==> config.mk <==
export PLATFORM = sky130hd
export DESIGN_NAME = adc_readout
export DESIGN_NICKNAME = d
export VERILOG_FILES = /design/src/adc_readout_pkg.sv /design/src/adc_sample_buffer.sv /design/src/adc_readout.sv
export SDC_FILE = /design/constraint.sdc
export NUM_CORES = 1
export LEC_CHECK = 0
export BUFFER_PORTS_ARGS = -buffer_cell sky130_fd_sc_hd__buf_2
export CORE_ASPECT_RATIO = 1.4
export CORE_MARGIN = 2
export CORE_UTILIZATION = 25
export CTS_CLUSTER_SIZE = 24
export DETAILED_ROUTE_END_ITERATION = 10
export SETUP_SLACK_MARGIN = 0.2
export SYNTH_ARGS = -nofsm -noshare
export SYNTH_HDL_FRONTEND = slang
export SYNTH_SLANG_ARGS = --single-unit
==> constraint.sdc <==
create_clock -name i_ref_clk -period 2.91 [get_ports i_ref_clk]
set_input_delay 0.1455 -clock i_ref_clk [delete_from_list [all_inputs] [get_ports i_ref_clk]]
set_output_delay 0.1455 -clock i_ref_clk [all_outputs]
set_load 0.005 [all_outputs]
==> src/adc_readout_pkg.sv <==
// shared constants for the serial converter readout block
package adc_readout_pkg;
  localparam int RESULT_BITS_DEFAULT = 14;
  localparam int WORD_SLOTS = 16;
  localparam int ACQ_EDGE = 16;
  localparam int NAP_TRIGGERS = 2;
  localparam int SLEEP_TRIGGERS = 4;
  localparam int SETUP_NS = 3;
  localparam int CLK_PERIOD_NS = 10;
  localparam int SETUP_CYCLES = (SETUP_NS + CLK_PERIOD_NS - 1) / CLK_PERIOD_NS;
  localparam logic [4:0] SLOT_RESET = 5'h00;
  typedef enum logic [2:0] {
    PWR_ACTIVE = 3'b001,
    PWR_NAP = 3'b010,
    PWR_SLEEP = 3'b100
  } pwr_state_t;
endpackage : adc_readout_pkg

==> src/adc_sample_buffer.sv <==
// two-entry valid/ready buffer for captured samples
`timescale 1ns/1ps
`default_nettype none
module adc_sample_buffer #(
  parameter int WIDTH = 14
) (
  input wire logic i_ref_clk,
  input wire logic i_rst_n,
  input wire logic i_in_valid,
  output logic o_in_ready,
  input wire logic [WIDTH-1:0] i_in_data,
  output logic o_out_valid,
  input wire logic i_out_ready,
  output logic [WIDTH-1:0] o_out_data
);
  logic [WIDTH-1:0] mem_q [2];
  logic wr_q;
  logic rd_q;
  logic [1:0] cnt_q;
  logic push;
  logic pop;
  assign o_in_ready = (cnt_q != 2'h2);
  assign o_out_valid = (cnt_q != 2'h0);
  assign push = i_in_valid && o_in_ready;
  assign pop = o_out_valid && i_out_ready;
  assign o_out_data = mem_q[rd_q];
  always_ff @(posedge i_ref_clk)
  begin
    if (!i_rst_n)
    begin
      wr_q <= 1'b0;
      rd_q <= 1'b0;
      cnt_q <= 2'h0;
      mem_q[0] <= '0;
      mem_q[1] <= '0;
    end
    else
    begin
      if (push)
      begin
        mem_q[wr_q] <= i_in_data;
        wr_q <= ~wr_q;
      end
      if (pop)
      begin
        rd_q <= ~rd_q;
      end
      cnt_q <= cnt_q + {1'b0, push} - {1'b0, pop};
    end
  end
endmodule : adc_sample_buffer
`default_nettype wire

==> src/adc_readout.sv <==
// conversion sequencing, power-down and serial readout of the converter
`timescale 1ns/1ps
`default_nettype none
module adc_readout #(
  parameter int RESULT_BITS = adc_readout_pkg::RESULT_BITS_DEFAULT,
  parameter int SAMPLE_BITS = 16
) (
  input wire logic i_ref_clk,
  input wire logic i_rst_n,
  input wire logic i_conversion_trigger,
  input wire logic i_shift_clk,
  input wire logic [SAMPLE_BITS-1:0] i_input_difference,
  input wire logic i_input_valid,
  output logic o_input_ready,
  output logic o_serial_result_out,
  output logic o_serial_result_oe,
  output logic o_sample_hold,
  output logic o_acquiring,
  output logic o_nap,
  output logic o_sleep,
  output logic o_reference_on
);
  import adc_readout_pkg::*;

  if (RESULT_BITS != 12 && RESULT_BITS != 14)
  begin : g_bad_result_bits
    $error("result width must be 12 or 14");
  end
  // the clamp needs a sign bit and at least one over-range bit
  if (SAMPLE_BITS < RESULT_BITS + 2)
  begin : g_bad_sample_bits
    $error("sample width too narrow");
  end

  // trigger and shift clock pins cross in through two flops before anything looks at them
  logic trig_s1_q;
  logic trig_s2_q;
  logic trig_prev_q;
  logic sck_s1_q;
  logic sck_s2_q;
  logic sck_prev_q;
  logic trig_rise;
  logic sck_rise;

  // trigger pin: two flops, then one more to find its rising edge
  always_ff @(posedge i_ref_clk)
  begin
    if (!i_rst_n)
    begin
      trig_s1_q <= 1'b0;
      trig_s2_q <= 1'b0;
      trig_prev_q <= 1'b0;
    end
    else
    begin
      trig_s1_q <= i_conversion_trigger;
      trig_s2_q <= trig_s1_q;
      trig_prev_q <= trig_s2_q;
    end
  end

  // shift clock pin, same treatment
  always_ff @(posedge i_ref_clk)
  begin
    if (!i_rst_n)
    begin
      sck_s1_q <= 1'b0;
      sck_s2_q <= 1'b0;
      sck_prev_q <= 1'b0;
    end
    else
    begin
      sck_s1_q <= i_shift_clk;
      sck_s2_q <= sck_s1_q;
      sck_prev_q <= sck_s2_q;
    end
  end

  assign trig_rise = trig_s2_q && !trig_prev_q;
  assign sck_rise = sck_s2_q && !sck_prev_q;

  // analog front end modelled as a stream of signed differences
  logic buf_valid;
  logic buf_ready;
  logic [SAMPLE_BITS-1:0] buf_data;

  adc_sample_buffer #(
    .WIDTH(SAMPLE_BITS)
  ) u_sample_buffer (
    .i_ref_clk(i_ref_clk),
    .i_rst_n(i_rst_n),
    .i_in_valid(i_input_valid),
    .o_in_ready(o_input_ready),
    .i_in_data(i_input_difference),
    .o_out_valid(buf_valid),
    .i_out_ready(buf_ready),
    .o_out_data(buf_data)
  );

  // buffer drains only at a conversion start, so a stalled source waits
  assign buf_ready = trig_rise;

  // clamp signed difference into the unsigned code range
  function automatic logic [RESULT_BITS-1:0] to_code(
    input logic [SAMPLE_BITS-1:0] diff
  );
    logic [RESULT_BITS-1:0] code;
    code = diff[RESULT_BITS-1:0];
    if (diff[SAMPLE_BITS-1])
      code = '0;
    else if (diff[SAMPLE_BITS-2:RESULT_BITS] != '0)
      code = '1;
    return code;
  endfunction : to_code

  // power state
  pwr_state_t pwr_q;
  pwr_state_t pwr_d;
  logic [2:0] idle_trig_q;
  logic [2:0] idle_trig_d;

  // triggers since the last shift edge, held at the sleep count
  always_ff @(posedge i_ref_clk)
  begin
    if (!i_rst_n)
      idle_trig_q <= 3'h0;
    else if (sck_rise)
      idle_trig_q <= 3'h0;
    else if (trig_rise)
      idle_trig_q <= idle_trig_d;
  end

  assign idle_trig_d = (idle_trig_q == 3'(SLEEP_TRIGGERS)) ?
                       idle_trig_q : idle_trig_q + 3'h1;

  always_ff @(posedge i_ref_clk)
  begin
    if (!i_rst_n)
      pwr_q <= PWR_ACTIVE;
    else
      pwr_q <= pwr_d;
  end

  // a shift edge in the cycle of a trigger wins, so no wake is lost
  always_comb
  begin
    pwr_d = pwr_q;
    case (pwr_q)
      PWR_ACTIVE, PWR_NAP:
      begin
        if (sck_rise)
          pwr_d = PWR_ACTIVE;
        else if (trig_rise && idle_trig_d >= 3'(SLEEP_TRIGGERS))
          pwr_d = PWR_SLEEP;
        else if (trig_rise && idle_trig_d >= 3'(NAP_TRIGGERS))
          pwr_d = PWR_NAP;
      end
      PWR_SLEEP:
      begin
        if (sck_rise)
          pwr_d = PWR_ACTIVE;
      end
      default:
        pwr_d = PWR_ACTIVE;
    endcase
  end

  assign o_nap = (pwr_q == PWR_NAP);
  assign o_sleep = (pwr_q == PWR_SLEEP);
  assign o_reference_on = (pwr_q != PWR_SLEEP);

  // conversion sequence
  logic [4:0] slot_q;
  logic hold_q;
  logic acq_q;
  logic late_q;
  logic [RESULT_BITS-1:0] held_code_q;
  logic [RESULT_BITS-1:0] shift_q;
  logic out_q;
  logic oe_q;
  logic [3:0] since_trig_q;
  logic [4:0] first_slot;

  logic late_now;
  logic step;
  logic in_word;
  logic [4:0] slot_d;

  // a trigger caught closer than the setup time costs a whole slot
  assign late_now = late_q ||
                    (slot_q == SLOT_RESET && since_trig_q < 4'(SETUP_CYCLES));
  assign first_slot = late_now ? 5'h02 : 5'h01;
  // shift edges count only while holding; a trigger takes the cycle
  assign step = sck_rise && hold_q && !trig_rise;
  assign slot_d = slot_q + 5'h01;
  assign in_word = (slot_d >= first_slot) &&
                   (slot_d < first_slot + 5'(RESULT_BITS));

  always_ff @(posedge i_ref_clk)
  begin
    if (!i_rst_n)
      since_trig_q <= 4'hf;
    else if (trig_rise)
      since_trig_q <= 4'h0;
    else if (since_trig_q != 4'hf)
      since_trig_q <= since_trig_q + 4'h1;
  end

  // an edge arriving with the trigger is the first one, but it is late
  always_ff @(posedge i_ref_clk)
  begin
    if (!i_rst_n)
    begin
      slot_q <= SLOT_RESET;
      late_q <= 1'b0;
    end
    else if (trig_rise)
    begin
      slot_q <= sck_rise ? SLOT_RESET + 5'h01 : SLOT_RESET;
      late_q <= sck_rise;
    end
    else if (step)
    begin
      // no time limit between edges, so slow readout just waits
      slot_q <= slot_d;
      late_q <= late_now;
    end
  end

  // sample and hold status
  always_ff @(posedge i_ref_clk)
  begin
    if (!i_rst_n)
    begin
      hold_q <= 1'b0;
      acq_q <= 1'b1;
    end
    else if (trig_rise)
    begin
      hold_q <= 1'b1;
      acq_q <= 1'b0;
    end
    else if (step && slot_d == 5'(ACQ_EDGE))
    begin
      hold_q <= 1'b0;
      acq_q <= 1'b1;
    end
  end

  // an empty buffer leaves the last frozen code in place
  always_ff @(posedge i_ref_clk)
  begin
    if (!i_rst_n)
      held_code_q <= '0;
    else if (trig_rise && buf_valid)
      held_code_q <= to_code(buf_data);
  end

  // the word sent is the one frozen one conversion earlier
  always_ff @(posedge i_ref_clk)
  begin
    if (!i_rst_n)
      shift_q <= '0;
    else if (trig_rise)
      shift_q <= held_code_q;
    else if (step && in_word)
      shift_q <= {shift_q[RESULT_BITS-2:0], 1'b0};
  end

  // a trigger mid-word aborts it and releases the output
  always_ff @(posedge i_ref_clk)
  begin
    if (!i_rst_n)
    begin
      out_q <= 1'b0;
      oe_q <= 1'b0;
    end
    else if (trig_rise)
    begin
      out_q <= 1'b0;
      oe_q <= 1'b0;
    end
    else if (step)
    begin
      out_q <= in_word && shift_q[RESULT_BITS-1];
      oe_q <= in_word;
    end
  end

  assign o_serial_result_out = out_q;
  assign o_serial_result_oe = oe_q;
  assign o_sample_hold = hold_q;
  assign o_acquiring = acq_q;
endmodule : adc_readout
`default_nettype wire

==> results.md, run 1 <==
Drt:
- The number of nets with antenna violations after detailed routing is 0.
- The routed via count is about 3000.
- After detailed routing, the number of remaining DRC violations is 0.
- In the routed layout, each cell is associated on average with a via count of 4.63.
- The number of iterations in the first detailed-routing pass is 4.
- The number of DRC markers in iteration 0 is 151.
- The final layout contains routed wiring with a total length of between 8000 and 9000 um.
- After detailed routing, the average wire length per cell comes to 12.5 um.

CTS:
- The number of buffers inserted by hold repair at cts is 0.
- In this run the number of H-tree levels came out at 3.
- TritonCTS built the clock tree.
- The number of CTS-inserted buffers is 9.
- No sink is reached through more buffers than the 2 on the longest clock path.
- The clock transition time at the flip-flop clock pins of the worst setup and hold paths is 70 ps.
- The clock network latency to the later pin of the worst-skew pair is 340 ps.
- The tree is rooted in a sky130_fd_sc_hd__clkbuf_16.
- The count of clock tree sinks is slightly above 90.

Worst setup path:
- The kind of cell adding the most delay to the critical path is compound AO/OA/AOI/OAI gates.
- The endpoint class of the critical path is a flop.
- Of all nets on the critical path, the largest fanout is 13.
- Together, buffers and inverters on the worst path number 1.
- The required time of the critical path is between 3000 and 4000 ps.
- The classification of the worst setup path is flop to flop.
- On the worst path, the slowest cell contributes a delay of about 400 ps.
- The signal on the critical path passes through inv_1 -> ha_1 -> nor4b_1 -> a31o_2 -> ha_1 -> a21o_1 -> a211oi_2 -> o21ai_2 -> or2_4 -> a211oi_1.
- The critical path launch point type is a flop.
- The highest-delay cell along the critical path is sky130_fd_sc_hd__dfxtp_2.
- The arrival time of the worst setup path is 2810 ps.
- The cell occurring most often along the worst timing path is sky130_fd_sc_hd__ha_1.

Pwr:
- The power density over the cells is just over 600 nW/um2.
- VDD sags by at most 0.261 mV.
- For this design the static power due to leakage is around 1.8 nW.
- Overall power consumption after layout is estimated at 0.00301 W.

Global route:
- The number of global-route vias before repair was a little over 3000.
- The maximum number of pins on one net before global-route repair is 36.
- For this run, the total global-route usage over all layers was measured as 9.47%.
- The initial antenna violation count is 0.
- The first global-routing pass estimated 13800 um of wire.
- For this run the aggregate overflow at the end of global routing stands at 0.

Placed design:
- Prior to clock tree synthesis, the placed netlist has a worst setup slack of roughly 190 ps.
- The placer congestion estimate is roughly 0.75.
- In this run, placement finished with an instance count of around 630.
- Port buffering added 28 buffers.
- The HPWL after detailed placement is 5730 um.

Timing:
- The transition at the pin with the smallest max-transition slack is roughly 840 ps.
- Setup violations remaining at the end of the flow were counted as 0.
- The setup slack of the critical path after layout is 344 ps.
- Setup repair after global routing left no endpoint under its margin.
- The headroom to the max-slew limit is 43.7%.
- The setup clock skew after layout is roughly 10 ps.
- The worst path uses approximately 88% of the clock period.
- The max-slew violation count is 0.
- Timing would allow up to slightly below 400 MHz.
- The number of hold violations in the final report is 0.
- Setup total negative slack on the finished layout was measured at 0 ps.
- The minimum period implied by the final worst setup slack is about 2600 ps.

Finish:
- The share of the core filled with cells is between 20% and 30%.
- The filler-free cell count of the finished design is 642.
- At the end of the flow, the number of nets in the layout was between 400 and 500.
- The diode insertion count for antenna repair is 0.
- Of the cells placed in the final design, the portion with a size suffix greater than 1 is roughly a fifth.
- Relative to the synthesized area, the layout overhead comes to 15.9%.
- The fill cell instance count of the final layout is about 1700.

Synth:
- The gate count of the mapped netlist is 412.
- Of the synthesized area, sequential elements account for 50.3%.
- The predominant post-synthesis flop cell is sky130_fd_sc_hd__dfxtp_1.
- The count of unique library cells instantiated by Yosys is 46.
- Averaged over all synthesized cells, the footprint is just over 10 um2.
- The Yosys step of the flow raised 0 warnings.
- The total nets after synthesis is between 400 and 500.
- After synthesis the netlist holds a flip-flop and latch count of 91.
- The fraction of registers with async set/reset is 0%.
- The netlist area before placement is between 4000 and 5000 um2.
- The number of enable-type register cells in the synthesized netlist is 32.

Floorplan:
- The die is 114 um wide.
- The core region is between 15000 and 20000 um2.
- The die covers between 15000 and 20000 um2.
- The number of I/O pins is 29.
- For this configuration, the core starts out at a cell density of between 20% and 30%.
- The die span in y is 158 um.
- The floorplan has 56 rows.

Flow run:
- The tool flagged a number of max-cap violations equal to 0.

Hold path:
- In this run the worst hold path is classified as primary input to flop.

Outcome:
- The flow ran to the end, and the final reports show no timing, DRC or antenna violations.
==> cell families after synthesis <==
group,synth area share [%]
xor gates and xnor gates,2.85
and+or+nand+nor,18.5
DFF,50.3
buffers and inverters,4.90
AOI/OAI and AO/OA,14.9
muxes,4.26
adders and majority gates,4.40
==> worst paths after layout <==
| check | from | end | slack [ps] | cells after the start |
|---|---|---|---|---|
| worst max register to register | slot_q[1]$_SDFFE_PN0P_ | shift_q[1]$_SDFFE_PN0P_ | 340 | 10 |
| worst min-delay path | i_shift_clk | sck_s1_q$_SDFF_PN0_ | 10 | 2 |
| worst max-delay path | slot_q[1]$_SDFFE_PN0P_ | shift_q[1]$_SDFFE_PN0P_ | 340 | 10 |
| worst min register to register | trig_s1_q$_SDFF_PN0_ | trig_s2_q$_SDFF_PN0_ | 440 | 1 |
==> power breakdown <==
group          switching (W)  leakage, nW  total [W]  internal (W)
Clock               0.000502        0.135    0.00109      0.000585
Sequential         0.0000688        0.820    0.00151       0.00144
Combinational       0.000226        0.886   0.000413      0.000187
==> flip-flops by register name, indices dropped and copies added (netlist names), 2 cells and up, named ones only <==
name,count
idle_trig_q,3
slot_q,5
since_trig_q,4
held_code_q,14
shift_q,14
pwr_q,3
u_sample_buffer.cnt_q,2
u_sample_buffer.mem_q,32
==> stage by stage <==
stage | hold WS [ps] | instance area [um2]
3_5_place_dp | 364 | 4590
4_1_cts | 4.20 | 4870
2_1_floorplan | 273 | 4260
5_1_grt | 14.0 | 4940
6_report | 11.1 | 4940
3_3_place_gp | 363 | 4590
==> cell usage after synthesis, types with 6 or more instances <==
master	count	area (um2)
sky130_fd_sc_hd__nand2b_1	6	37.5
sky130_fd_sc_hd__ha_1	15	188
sky130_fd_sc_hd__and2_1	45	282
sky130_fd_sc_hd__inv_1	16	60.1
sky130_fd_sc_hd__a211oi_2	9	113
sky130_fd_sc_hd__xnor2_1	8	70.1
sky130_fd_sc_hd__nand2_1	18	67.6
sky130_fd_sc_hd__a21oi_1	26	130
sky130_fd_sc_hd__dfxtp_1	59	1180
sky130_fd_sc_hd__nor2b_1	17	106
sky130_fd_sc_hd__a211oi_1	18	135
sky130_fd_sc_hd__nor4_1	13	81.3
sky130_fd_sc_hd__clkbuf_1	17	63.8
sky130_fd_sc_hd__edfxtp_1	32	961
sky130_fd_sc_hd__nor2_1	21	78.8
sky130_fd_sc_hd__mux2i_1	17	170
sky130_fd_sc_hd__o21ai_0	23	115
==> cell type report <==
type,instances,area [um2],share of cell area [%]
Tap cell,203,254,5.14
Timing Repair Buffer,39,223,4.51
Clock buffer,9,225,4.56
Inverter,16,60.1,1.22
Multi-Input combinational cell,277,1980,40.1
Sequential cell,91,2140,43.4
Clock inverter,7,53.8,1.09
==> what timing repair did <==
action                     in CTS  in global routing
gates resized for setup         2                 10
pin swaps                       0                  1
setup buffers                   0                  1
setup endpoints to repair      12                 14
==> layout by cell type (no fill, tap or decap), types with 2 or more instances in the layout <==
cell and count:
sky130_fd_sc_hd__xnor2_1 8, sky130_fd_sc_hd__dfxtp_1 58, sky130_fd_sc_hd__buf_4 11, sky130_fd_sc_hd__o21ai_0 21, sky130_fd_sc_hd__mux2i_1 17, sky130_fd_sc_hd__nand3_1 5
sky130_fd_sc_hd__inv_1 16, sky130_fd_sc_hd__ha_1 14, sky130_fd_sc_hd__nor2_1 21, sky130_fd_sc_hd__buf_2 28, sky130_fd_sc_hd__nand3b_1 3, sky130_fd_sc_hd__and2_1 45
sky130_fd_sc_hd__a211oi_2 10, sky130_fd_sc_hd__nor2b_1 16, sky130_fd_sc_hd__nand2_1 18, sky130_fd_sc_hd__a211oi_1 17, sky130_fd_sc_hd__clkbuf_16 9, sky130_fd_sc_hd__edfxtp_1 32
sky130_fd_sc_hd__clkinv_4 3, sky130_fd_sc_hd__nor4_1 5, sky130_fd_sc_hd__xor2_1 4, sky130_fd_sc_hd__a21boi_0 2, sky130_fd_sc_hd__o211ai_1 2, sky130_fd_sc_hd__o21ai_2 2
sky130_fd_sc_hd__nand4_1 3, sky130_fd_sc_hd__nor4_2 8, sky130_fd_sc_hd__a21oi_1 26, sky130_fd_sc_hd__nand2b_1 6, sky130_fd_sc_hd__nor3_1 3
==> layer usage <==
| metal | GRT usage [%] | routed length, um | share of wire, % | vias up |
|---|---|---|---|---|
| met5 | 0 | 0 | 0 | - |
| met4 | 5.34 | 206 | 2.6 | 0 |
| met3 | 1.60 | 209 | 2.6 | 16 |
| met2 | 18.1 | 4300 | 54 | 49 |
| met1 | 9.64 | 3320 | 41 | 1406 |
| li1 | - | - | - | 1502 |
Power figures use the tool's default switching activity.
==> run 2: changes to the inputs <==
==> constraint.sdc (replaced) <==
create_clock -name i_ref_clk -period 2.91 [get_ports i_ref_clk]
set_input_delay 0.4365 -clock i_ref_clk [delete_from_list [all_inputs] [get_ports i_ref_clk]]
set_output_delay 0.4365 -clock i_ref_clk [all_outputs]
set_load 0.005 [all_outputs]
==> results.md, run 2 (synthesized netlist as in run 1, its figures left out) <==
Outcome:
- The run finished with clean final reports.

Worst setup path:
- The endpoint class of the critical path is a flop.
- The length in cells of the worst reg-to-reg path is 10 (unchanged).
- The reg-to-reg startpoint is slot_q[0]$_SDFFE_PN0P_.
- The endpoint identified for the worst register-to-register timing path is shift_q[9]$_SDFFE_PN0P_.
- STA classifies the critical path startpoint as a flop.
- The critical path launch point is slot_q[0]$_SDFFE_PN0P_.
- The maximum net fanout on the critical path is 13 (unchanged).
- The critical path ends at shift_q[9]$_SDFFE_PN0P_.
- The arrival time of the worst setup path is 2830 ps (+20 ps).
- The minimum setup slack among reg-to-reg paths is 300 ps (-40 ps).
- The required time of the critical path is 3130 ps (-30 ps).
- The classification of the worst setup path is flop to flop.

Timing:
- The final worst-path cycle share was 89.6% (+1.4 points).
- The maximum clock rate is 384 MHz (-1.6%).
- The worst hold margin is 295 ps (+284 ps).
- The aggregate negative setup slack is 0 ps (unchanged).
- The setup clock skew after layout is 14.3 ps (+3.89 ps).
- The headroom to the max-slew limit was 41.9% (-1.8 points).
- The final count of negative-setup-slack endpoints is 0 (unchanged).
- The transition at the pin with the smallest max-transition slack came to 868 ps (+26.7 ps).
- Setup repair after global routing could not meet its margin everywhere.
- The max-slew violation count is 0 (unchanged).
- The minimum period implied by the final worst setup slack is 2610 ps (+40.4 ps).
- The number of hold violations in the final report is 0 (unchanged).

Floorplan:
- The starting density of the core is 25.4% (unchanged).
- The total number of placement rows is 56 (unchanged).
- The total core area was 16700 um2 (unchanged).
- The die span in y is 158 um (unchanged).
- The area of the die is 18100 um2 (unchanged).
- The number of I/O pins is 29 (unchanged).
- The die span in x is 114 um (unchanged).

Global route:
- The initial antenna violation count came to 0 (unchanged).
- The global-route total usage across every layer is 9.42% (-0.054 points).
- The leftover overflow at the end of global routing is 0 (unchanged).
- The number of global-route vias before repair is 3023 (-0.56%).
- The wire length of the first global-routing pass was 13700 um (-1.0%).
- The maximum number of pins on one net before global-route repair came to 56 (+56%).

CTS:
- The number of CTS-inserted buffers was 9 (unchanged).
- The clock network latency to the later pin of the worst-skew pair is 340 ps (about the same).
- The count of clock tree sinks is 91 (unchanged).
- The number of buffers between clock root and the deepest sink is 2 (unchanged).
- The CTS tree is built.
- The clock transition time at the flip-flop clock pins of the worst setup and hold paths was 70 ps (about the same).
- The buffers inserted during post-CTS setup optimization was 0 (unchanged).
- The root cell of the clock tree is sky130_fd_sc_hd__clkbuf_16.
- The maximum level of the CTS H-tree is 3 (unchanged).

Placed design:
- The placer congestion estimate is 0.747 (+0.13%).
- The post-detailed-placement half-perimeter wirelength is 5670 um (-1.1%).
- The number of port buffers is 28 (unchanged).

Pwr:
- The standby leakage power is 1.85 nW (+0.31%).
- The combinational group share of total power is 13.3% (-0.4 points).
- The clock network fraction of total power is 37.6% (+1.5 points).
- The switching part of the total power is 27.3% (+0.87 points).
- The internal power summed over all cells is 0.00224 W (+1.1%).
- The power density over the cells is 628 nW/um2 (+3.0%).
- The net switching power is 0.000841 W (+5.7%).
- The worst vdd rail ir drop was 0.311 mV (+19%).
- The power share of the sequential group was 49.0% (-1.2 points).

Drt:
- The number of nets with antenna violations after detailed routing was 0 (unchanged).
- The average routed wire per standard cell is 12.4 um (-0.83%).
- The per-cell via count in the routed design is 4.63 (about the same).
- The routed wire length came to 7960 um (-0.98%).
- The DRC violation count after routing is 0 (unchanged).
- The number of iterations in the first detailed-routing pass is 4 (unchanged).
- The number of DRC markers in iteration 0 is 104 (-31%).
- The routed via count is 2968 (-0.17%).

Finish:
- In the final layout, the registers with the most flip-flops are u_sample_buffer.mem_q (32), held_code_q (14), shift_q (14).
- The number of nets in the finished design came to 469 (-0.21%).
- In the layout the commonest cells are sky130_fd_sc_hd__dfxtp_1 (58), sky130_fd_sc_hd__and2_1 (45), sky130_fd_sc_hd__edfxtp_1 (32).
- The most flop-heavy register is u_sample_buffer.mem_q.
- The share of final-layout standard cells stronger than drive strength 1 is 17.1% (-2.0 points).
- The number of flip-flops in the largest register is 32 (unchanged).
- From synthesis to final layout, the design area changed by 15.1%.
- The diode insertion count for antenna repair is 0 (unchanged).
- The area of all sequential standard cells is 2140 um2 (unchanged).
- The area of the multi-input gates came to 1930 um2 (-2.5%).
- The fill cell instance count of the final layout is 1685 (-0.94%).
- The library cell used most frequently in the layout, excluding fill and tap cells, is sky130_fd_sc_hd__dfxtp_1.

Flow run:
- The max capacitance violation total is 0 (unchanged).

Hold path:
- The depth of the worst hold-timing path is 2 (unchanged).
- The min-delay analysis places its worst path in the category primary input to flop.
-- run 2: worst min path at each step --
stage / endpoint / startpoint
after detailed placement: sck_s2_q$_SDFF_PN0_ / sck_s1_q$_SDFF_PN0_
after floorplan: sck_s2_q$_SDFF_PN0_ / sck_s1_q$_SDFF_PN0_
after CTS: trig_s1_q$_SDFF_PN0_ / i_conversion_trigger
final: sck_s1_q$_SDFF_PN0_ / i_shift_clk
after global routing: trig_s1_q$_SDFF_PN0_ / i_conversion_trigger
after global placement: sck_s2_q$_SDFF_PN0_ / sck_s1_q$_SDFF_PN0_
-- run 2: layout make-up --
class                   instances  share of cell area [%]
clock buffers                   9                    4.59
clock inverters                 7                    1.56
inverters                      16                    1.22
multi-input cells             277                    39.3
flip-flops and latches         91                    43.7
well taps                     203                    5.18
repair buffers                 38                    4.39
-- run 2: power by group through the flow --
stage          registers, W  clock network (W)  logic [W]
5_1_grt             0.00153            0.00123   0.000471
6_report            0.00151            0.00116   0.000410
3_5_place_dp        0.00154                  0   0.000417
3_3_place_gp        0.00153                  0   0.000399
4_1_cts             0.00151            0.00119   0.000419
2_1_floorplan       0.00152                  0   0.000322
-- run 2: repair_timing --
| item | in CTS | in global routing |
|---|---|---|
| gates resized for setup | 0 | 3 |
| endpoints found under the setup margin | 0 | 11 |
| hold buffers | 0 | 0 |
-- run 2: per-stage QoR --
| stage | std cells | setup slack (ps) | utilization (%) | power [W] | area, um2 |
|---|---|---|---|---|---|
| global placement | 625 | 357 | 27.4 | 0.00193 | 4590 |
| CTS | 641 | 228 | 29.2 | 0.00312 | 4890 |
| finish | 641 | 304 | 29.3 | 0.00308 | 4900 |
| floorplan | 412 | 339 | - | 0.00184 | 4260 |
| detailed placement | 625 | 259 | 27.4 | 0.00196 | 4590 |
| global route | 641 | 154 | 29.3 | 0.00323 | 4900 |
-- run 2: critical path: stages (launching register included) --
cell	delay, ps
sky130_fd_sc_hd__dfxtp_1	350
sky130_fd_sc_hd__buf_4	160
sky130_fd_sc_hd__ha_1	290
sky130_fd_sc_hd__nand3_1	160
sky130_fd_sc_hd__xnor2_2	280
sky130_fd_sc_hd__ha_1	300
sky130_fd_sc_hd__a211oi_1	200
sky130_fd_sc_hd__o21ai_1	170
sky130_fd_sc_hd__buf_4	220
sky130_fd_sc_hd__nor4_1	280
sky130_fd_sc_hd__a211oi_2	80
-- run 2: routing by layer --
layer	routed length, um	GRT usage (%)	vias up
li1	-	-	1495
met1	3350	9.78	1424
met2	4260	17.8	35
met3	160	1.60	14
met4	189	5.17	0
met5	0	0	-
==> run 3: changes to the inputs <==
--- a/config.mk
+++ b/config.mk
@@ -5,11 +5,12 @@
 export SDC_FILE = /design/constraint.sdc
 export NUM_CORES = 1
 export LEC_CHECK = 0
+export ABC_AREA = 1
 export BUFFER_PORTS_ARGS = -buffer_cell sky130_fd_sc_hd__buf_2
 export CORE_ASPECT_RATIO = 1.4
 export CORE_MARGIN = 2
 export CORE_UTILIZATION = 25
-export CTS_CLUSTER_SIZE = 24
+export CTS_CLUSTER_SIZE = 20
 export DETAILED_ROUTE_END_ITERATION = 10
 export SETUP_SLACK_MARGIN = 0.2
 export SYNTH_ARGS = -nofsm -noshare
==> results.md, run 3 <==
Outcome:
- The flow ran to the end, and the final reports show no timing, DRC or antenna violations.

Worst setup path:
- The reg-to-reg startpoint is slot_q[0]$_SDFFE_PN0P_.
- The classification of the worst setup path is flop to flop.
- The worst setup path is launched from a flop.
- The highest-delay cell along the critical path is sky130_fd_sc_hd__dfxtp_1.
- The required time of the critical path was 3150 ps (+20 ps).
- The worst register-to-register path ends at shift_q[1]$_SDFFE_PN0P_.
- The critical path goes through inv_1 -> ha_1 -> nand3_1 -> o21ai_2 -> inv_1 -> ha_1 -> a21oi_1 -> nand2_1 -> nor2_1 -> nand3_2 -> nand2_4 -> nand2_1 -> nand2_1 -> nor2_1.
- The peak per-stage delay on the critical path is 370 ps (+20 ps).
- The maximum net fanout on the critical path came to 26 (+13).
- The minimum setup slack among reg-to-reg paths came to 480 ps (+170 ps).
- The endpoint class of the critical path is a flop.
- The length in cells of the worst reg-to-reg path was 14 (+4).
- The arrival time of the worst setup path is 2670 ps (-160 ps).
- In this design, the critical path's most frequently occurring cell is sky130_fd_sc_hd__nand2_1.

Synth:
- The share of Yosys cell area claimed by the top area cell type is 28.0% (+0.29 points).
- The most instantiated library cell after synthesis is sky130_fd_sc_hd__nand2_1.
- The number of enable-type register cells in the synthesized netlist is 32 (unchanged).
- The fraction of registers with async set/reset came to 0% (unchanged).
- The register bit count reported by yosys is 91 (unchanged).
- The count of unique library cells instantiated by Yosys is 31 (-33%).
- The yosys synthesis warning count came to 0 (unchanged).
- The sequential fraction of the synthesis area is 50.8% (+0.52 points).
- The netlist area before placement is 4220 um2 (-1.0%).
- The cell taking the most area after synthesis is sky130_fd_sc_hd__dfxtp_1.
- Ranked by instance count, the synthesized netlist is headed by sky130_fd_sc_hd__nand2_1 (123), sky130_fd_sc_hd__nor2_1 (73), sky130_fd_sc_hd__inv_1 (69), sky130_fd_sc_hd__dfxtp_1 (59), sky130_fd_sc_hd__edfxtp_1 (32).
- The average cell area after synthesis is 8.34 um2 (-19%).
- The gate count of the mapped netlist is 506 (+23%).
- Yosys attributes the largest share of cell area to sky130_fd_sc_hd__dfxtp_1 (28%), sky130_fd_sc_hd__edfxtp_1 (23%), sky130_fd_sc_hd__nand2_1 (11%).
- The predominant post-synthesis flop cell is sky130_fd_sc_hd__dfxtp_1.
- The total nets after synthesis was 542 (+21%).

CTS:
- TritonCTS built the clock tree.
- The clock transition time at the flip-flop clock pins of the worst setup and hold paths came to 70 ps (about the same).
- The maximum level of the CTS H-tree is 3 (unchanged).
- The number of CTS-inserted buffers is 9 (unchanged).
- The root cell of the clock tree is sky130_fd_sc_hd__clkbuf_16.
- The count of clock tree sinks is 91 (unchanged).
- The number of buffers between clock root and the deepest sink is 2 (unchanged).
- The clock network latency to the later pin of the worst-skew pair is 340 ps (about the same).
- The number of buffers inserted by hold repair at cts is 0 (unchanged).

Finish:
- The layout overhead on the synthesized area is 15.6%.
- In the final layout, the registers with the most flip-flops are u_sample_buffer.mem_q (32), held_code_q (14), shift_q (14).
- Leaving out fill and tap cells, the most frequent cell in the layout is sky130_fd_sc_hd__nand2_1.
- The number of nets in the finished design is 567 (+21%).
- The area of the multi-input gates was 1700 um2 (-12%).
- The post-route standard cell area excluding fillers is 4870 um2 (-0.59%).
- The fill cell instance count of the final layout came to 1743 (+3.4%).
- The diode insertion count for antenna repair is 0 (unchanged).
- The share of final-layout standard cells stronger than drive strength 1 is 14.0% (-3.1 points).
- The top cell types in the final layout, fill and taps aside, are sky130_fd_sc_hd__nand2_1 (123), sky130_fd_sc_hd__nor2_1 (73), sky130_fd_sc_hd__inv_1 (69).
- u_sample_buffer.mem_q holds more flip-flops than any other register.
- The area of all sequential standard cells is 2140 um2 (about the same).
- The filler-free cell count of the finished design is 739 (+15%).
- The number of flip-flops in the largest register is 32 (unchanged).

Pwr:
- The power density over the cells was 644 nW/um2 (+2.5%).
- The standby leakage power is 2.06 nW (+11%).
- The worst vdd rail ir drop was 0.221 mV (-29%).

Floorplan:
- The total number of placement rows was 56 (unchanged).
- The die span in x is 114 um (-0.50%).
- The area of the die is 17900 um2 (-1.0%).
- The number of I/O pins is 29 (unchanged).
- The starting density of the core is 25.4% (-0.049 points).
- The total core area is 16600 um2 (-0.84%).
- The die span in y came to 158 um (-0.50%).

Timing:
- The transition at the pin with the smallest max-transition slack was 946 ps (+78.7 ps).
- The setup slack of the critical path after layout was 476 ps (+172 ps).
- The aggregate negative setup slack was 0 ps (unchanged).
- The maximum clock rate came to 411 MHz (+7.1%).
- The final count of negative-setup-slack endpoints is 0 (unchanged).
- The headroom to the max-slew limit is 36.8% (-5.1 points).
- The number of hold violations in the final report is 0 (unchanged).
- The final worst-path cycle share came to 83.6% (-5.9 points).
- The max-slew violation count is 0 (unchanged).
- Setup repair after global routing left no endpoint under its margin.
- The setup clock skew after layout was 7.24 ps (-7.02 ps).
- The minimum period implied by the final worst setup slack is 2430 ps (-172 ps).

Global route:
- The global-route total usage across every layer was 9.15% (-0.27 points).
- The wire length of the first global-routing pass is 13100 um (-4.2%).
- The number of global-route vias before repair is 2947 (-2.5%).
- The maximum number of pins on one net before global-route repair came to 33 (-41%).
- The leftover overflow at the end of global routing is 0 (unchanged).
- The initial antenna violation count was 0 (unchanged).

Placed design:
- The number of port buffers is 28 (unchanged).
- The number of placed instances, taps included was 723 (+16%).
- The placer congestion estimate was 0.785 (+5.1%).
- The post-detailed-placement half-perimeter wirelength came to 5490 um (-3.1%).
- The total placed instance area is 4550 um2 (-0.87%).
- The worst slack at placement was 227 ps (-31.9 ps).

Drt:
- The routed via count was 3067 (+3.3%).
- The average routed wire per standard cell came to 10.3 um (-17%).
- The number of DRC markers in iteration 0 is 144 (+38%).
- The per-cell via count in the routed design is 4.15 (-10%).
- The number of nets with antenna violations after detailed routing came to 0 (unchanged).
- The routed wire length came to 7620 um (-4.2%).
- The DRC violation count after routing was 0 (unchanged).
- The number of iterations in the first detailed-routing pass is 4 (unchanged).

Hold path:
- The depth of the worst hold-timing path came to 3 (+1).
- The class of the worst hold path is primary input to flop.
- The endpoint of the worst hold-timing path is sck_s1_q$_SDFF_PN0_.
- The startpoint identified for the worst hold timing path is i_shift_clk.

Flow run:
- The max capacitance violation total was 0 (unchanged).
run 3: cell types whose count changed in the layout (fill, tap and decap cells not counted), sizes merged, moves of 8 or more:
cell and change:
xnor2 -8, a211oi -27, nor2b -17, a21oi +9, and2 -45, nand2 +107
o211ai +12, nor2 +57, inv +56, nor4 -14, nand3 +12, o21ai -11
run 3: power breakdown:
part	internal, W	leakage [nW]	switching (W)
sequential	0.00143	0.816	0.0000535
combinational	0.000151	1.09	0.000248
clock	0.000759	0.154	0.000502
total	0.00233	2.06	0.000804
run 3: critical path: cells and delay by family, from the launching register on:
kind            cells  cell delay (ps)
fa+ha+maj           2              470
compound gates      2              400
buf+inv             2              210
simple gates        8              870
flops               1              370
run 3: area by class of cell:
type / instances / area share, %
well taps: 203 / 5.21
clock buffers: 9 / 4.62
repair buffers: 34 / 3.80
multi-input cells: 322 / 34.8
clock inverters: 7 / 2.00
inverters: 73 / 5.62
flip-flops and latches: 91 / 43.9
run 3: worst max-delay path by stage:
stage,to,start,slack (ps),cells past startpoint
4_1_cts,shift_q[10]$_SDFFE_PN0P_,slot_q[0]$_SDFFE_PN0P_,210,14
6_report,shift_q[1]$_SDFFE_PN0P_,slot_q[0]$_SDFFE_PN0P_,480,14
2_1_floorplan,shift_q[7]$_SDFFE_PN0P_,slot_q[0]$_SDFFE_PN0P_,540,15
3_5_place_dp,shift_q[10]$_SDFFE_PN0P_,slot_q[0]$_SDFFE_PN0P_,230,14
3_3_place_gp,shift_q[13]$_SDFFE_PN0P_,slot_q[0]$_SDFFE_PN0P_,330,14
5_1_grt,shift_q[11]$_SDFFE_PN0P_,slot_q[0]$_SDFFE_PN0P_,210,14
run 3: logic make-up (layout without fill, tap and decap cells):
kind of cell | Yosys count | after routing | synth area share [%]
DFF | 91 | 91 | 50.8
buffers and inverters | 93 | 123 | 9.08
AOI/OAI and AO/OA | 63 | 63 | 9.49
xor gates and xnor gates | 3 | 3 | 0.801
adders and majority gates | 15 | 15 | 4.45
and+or+nand+nor | 227 | 227 | 22.0
muxes | 14 | 14 | 3.35
run 3: metal layers:
metal / global-route usage [%] / routed length, um
met4: 5.75 / 248
met1: 9.70 / 3240
met2: 16.6 / 3900
met5: 0 / 0
met3: 1.72 / 230
run 3: through the flow:
stage / utilization [%] / total power (W) / hold slack [ps]
floorplan: - / 0.00181 / 390
global placement: 27.4 / 0.00190 / 396
detailed placement: 27.4 / 0.00191 / 396
CTS: 29.3 / 0.00318 / 258
global route: 29.4 / 0.00329 / 275
finish: 29.4 / 0.00314 / 270
run 3: repair_timing:
item                       4_1_cts  5_1_grt
buffers inserted                 0        0
setup endpoints to repair        0       13
resized for setup                0        2
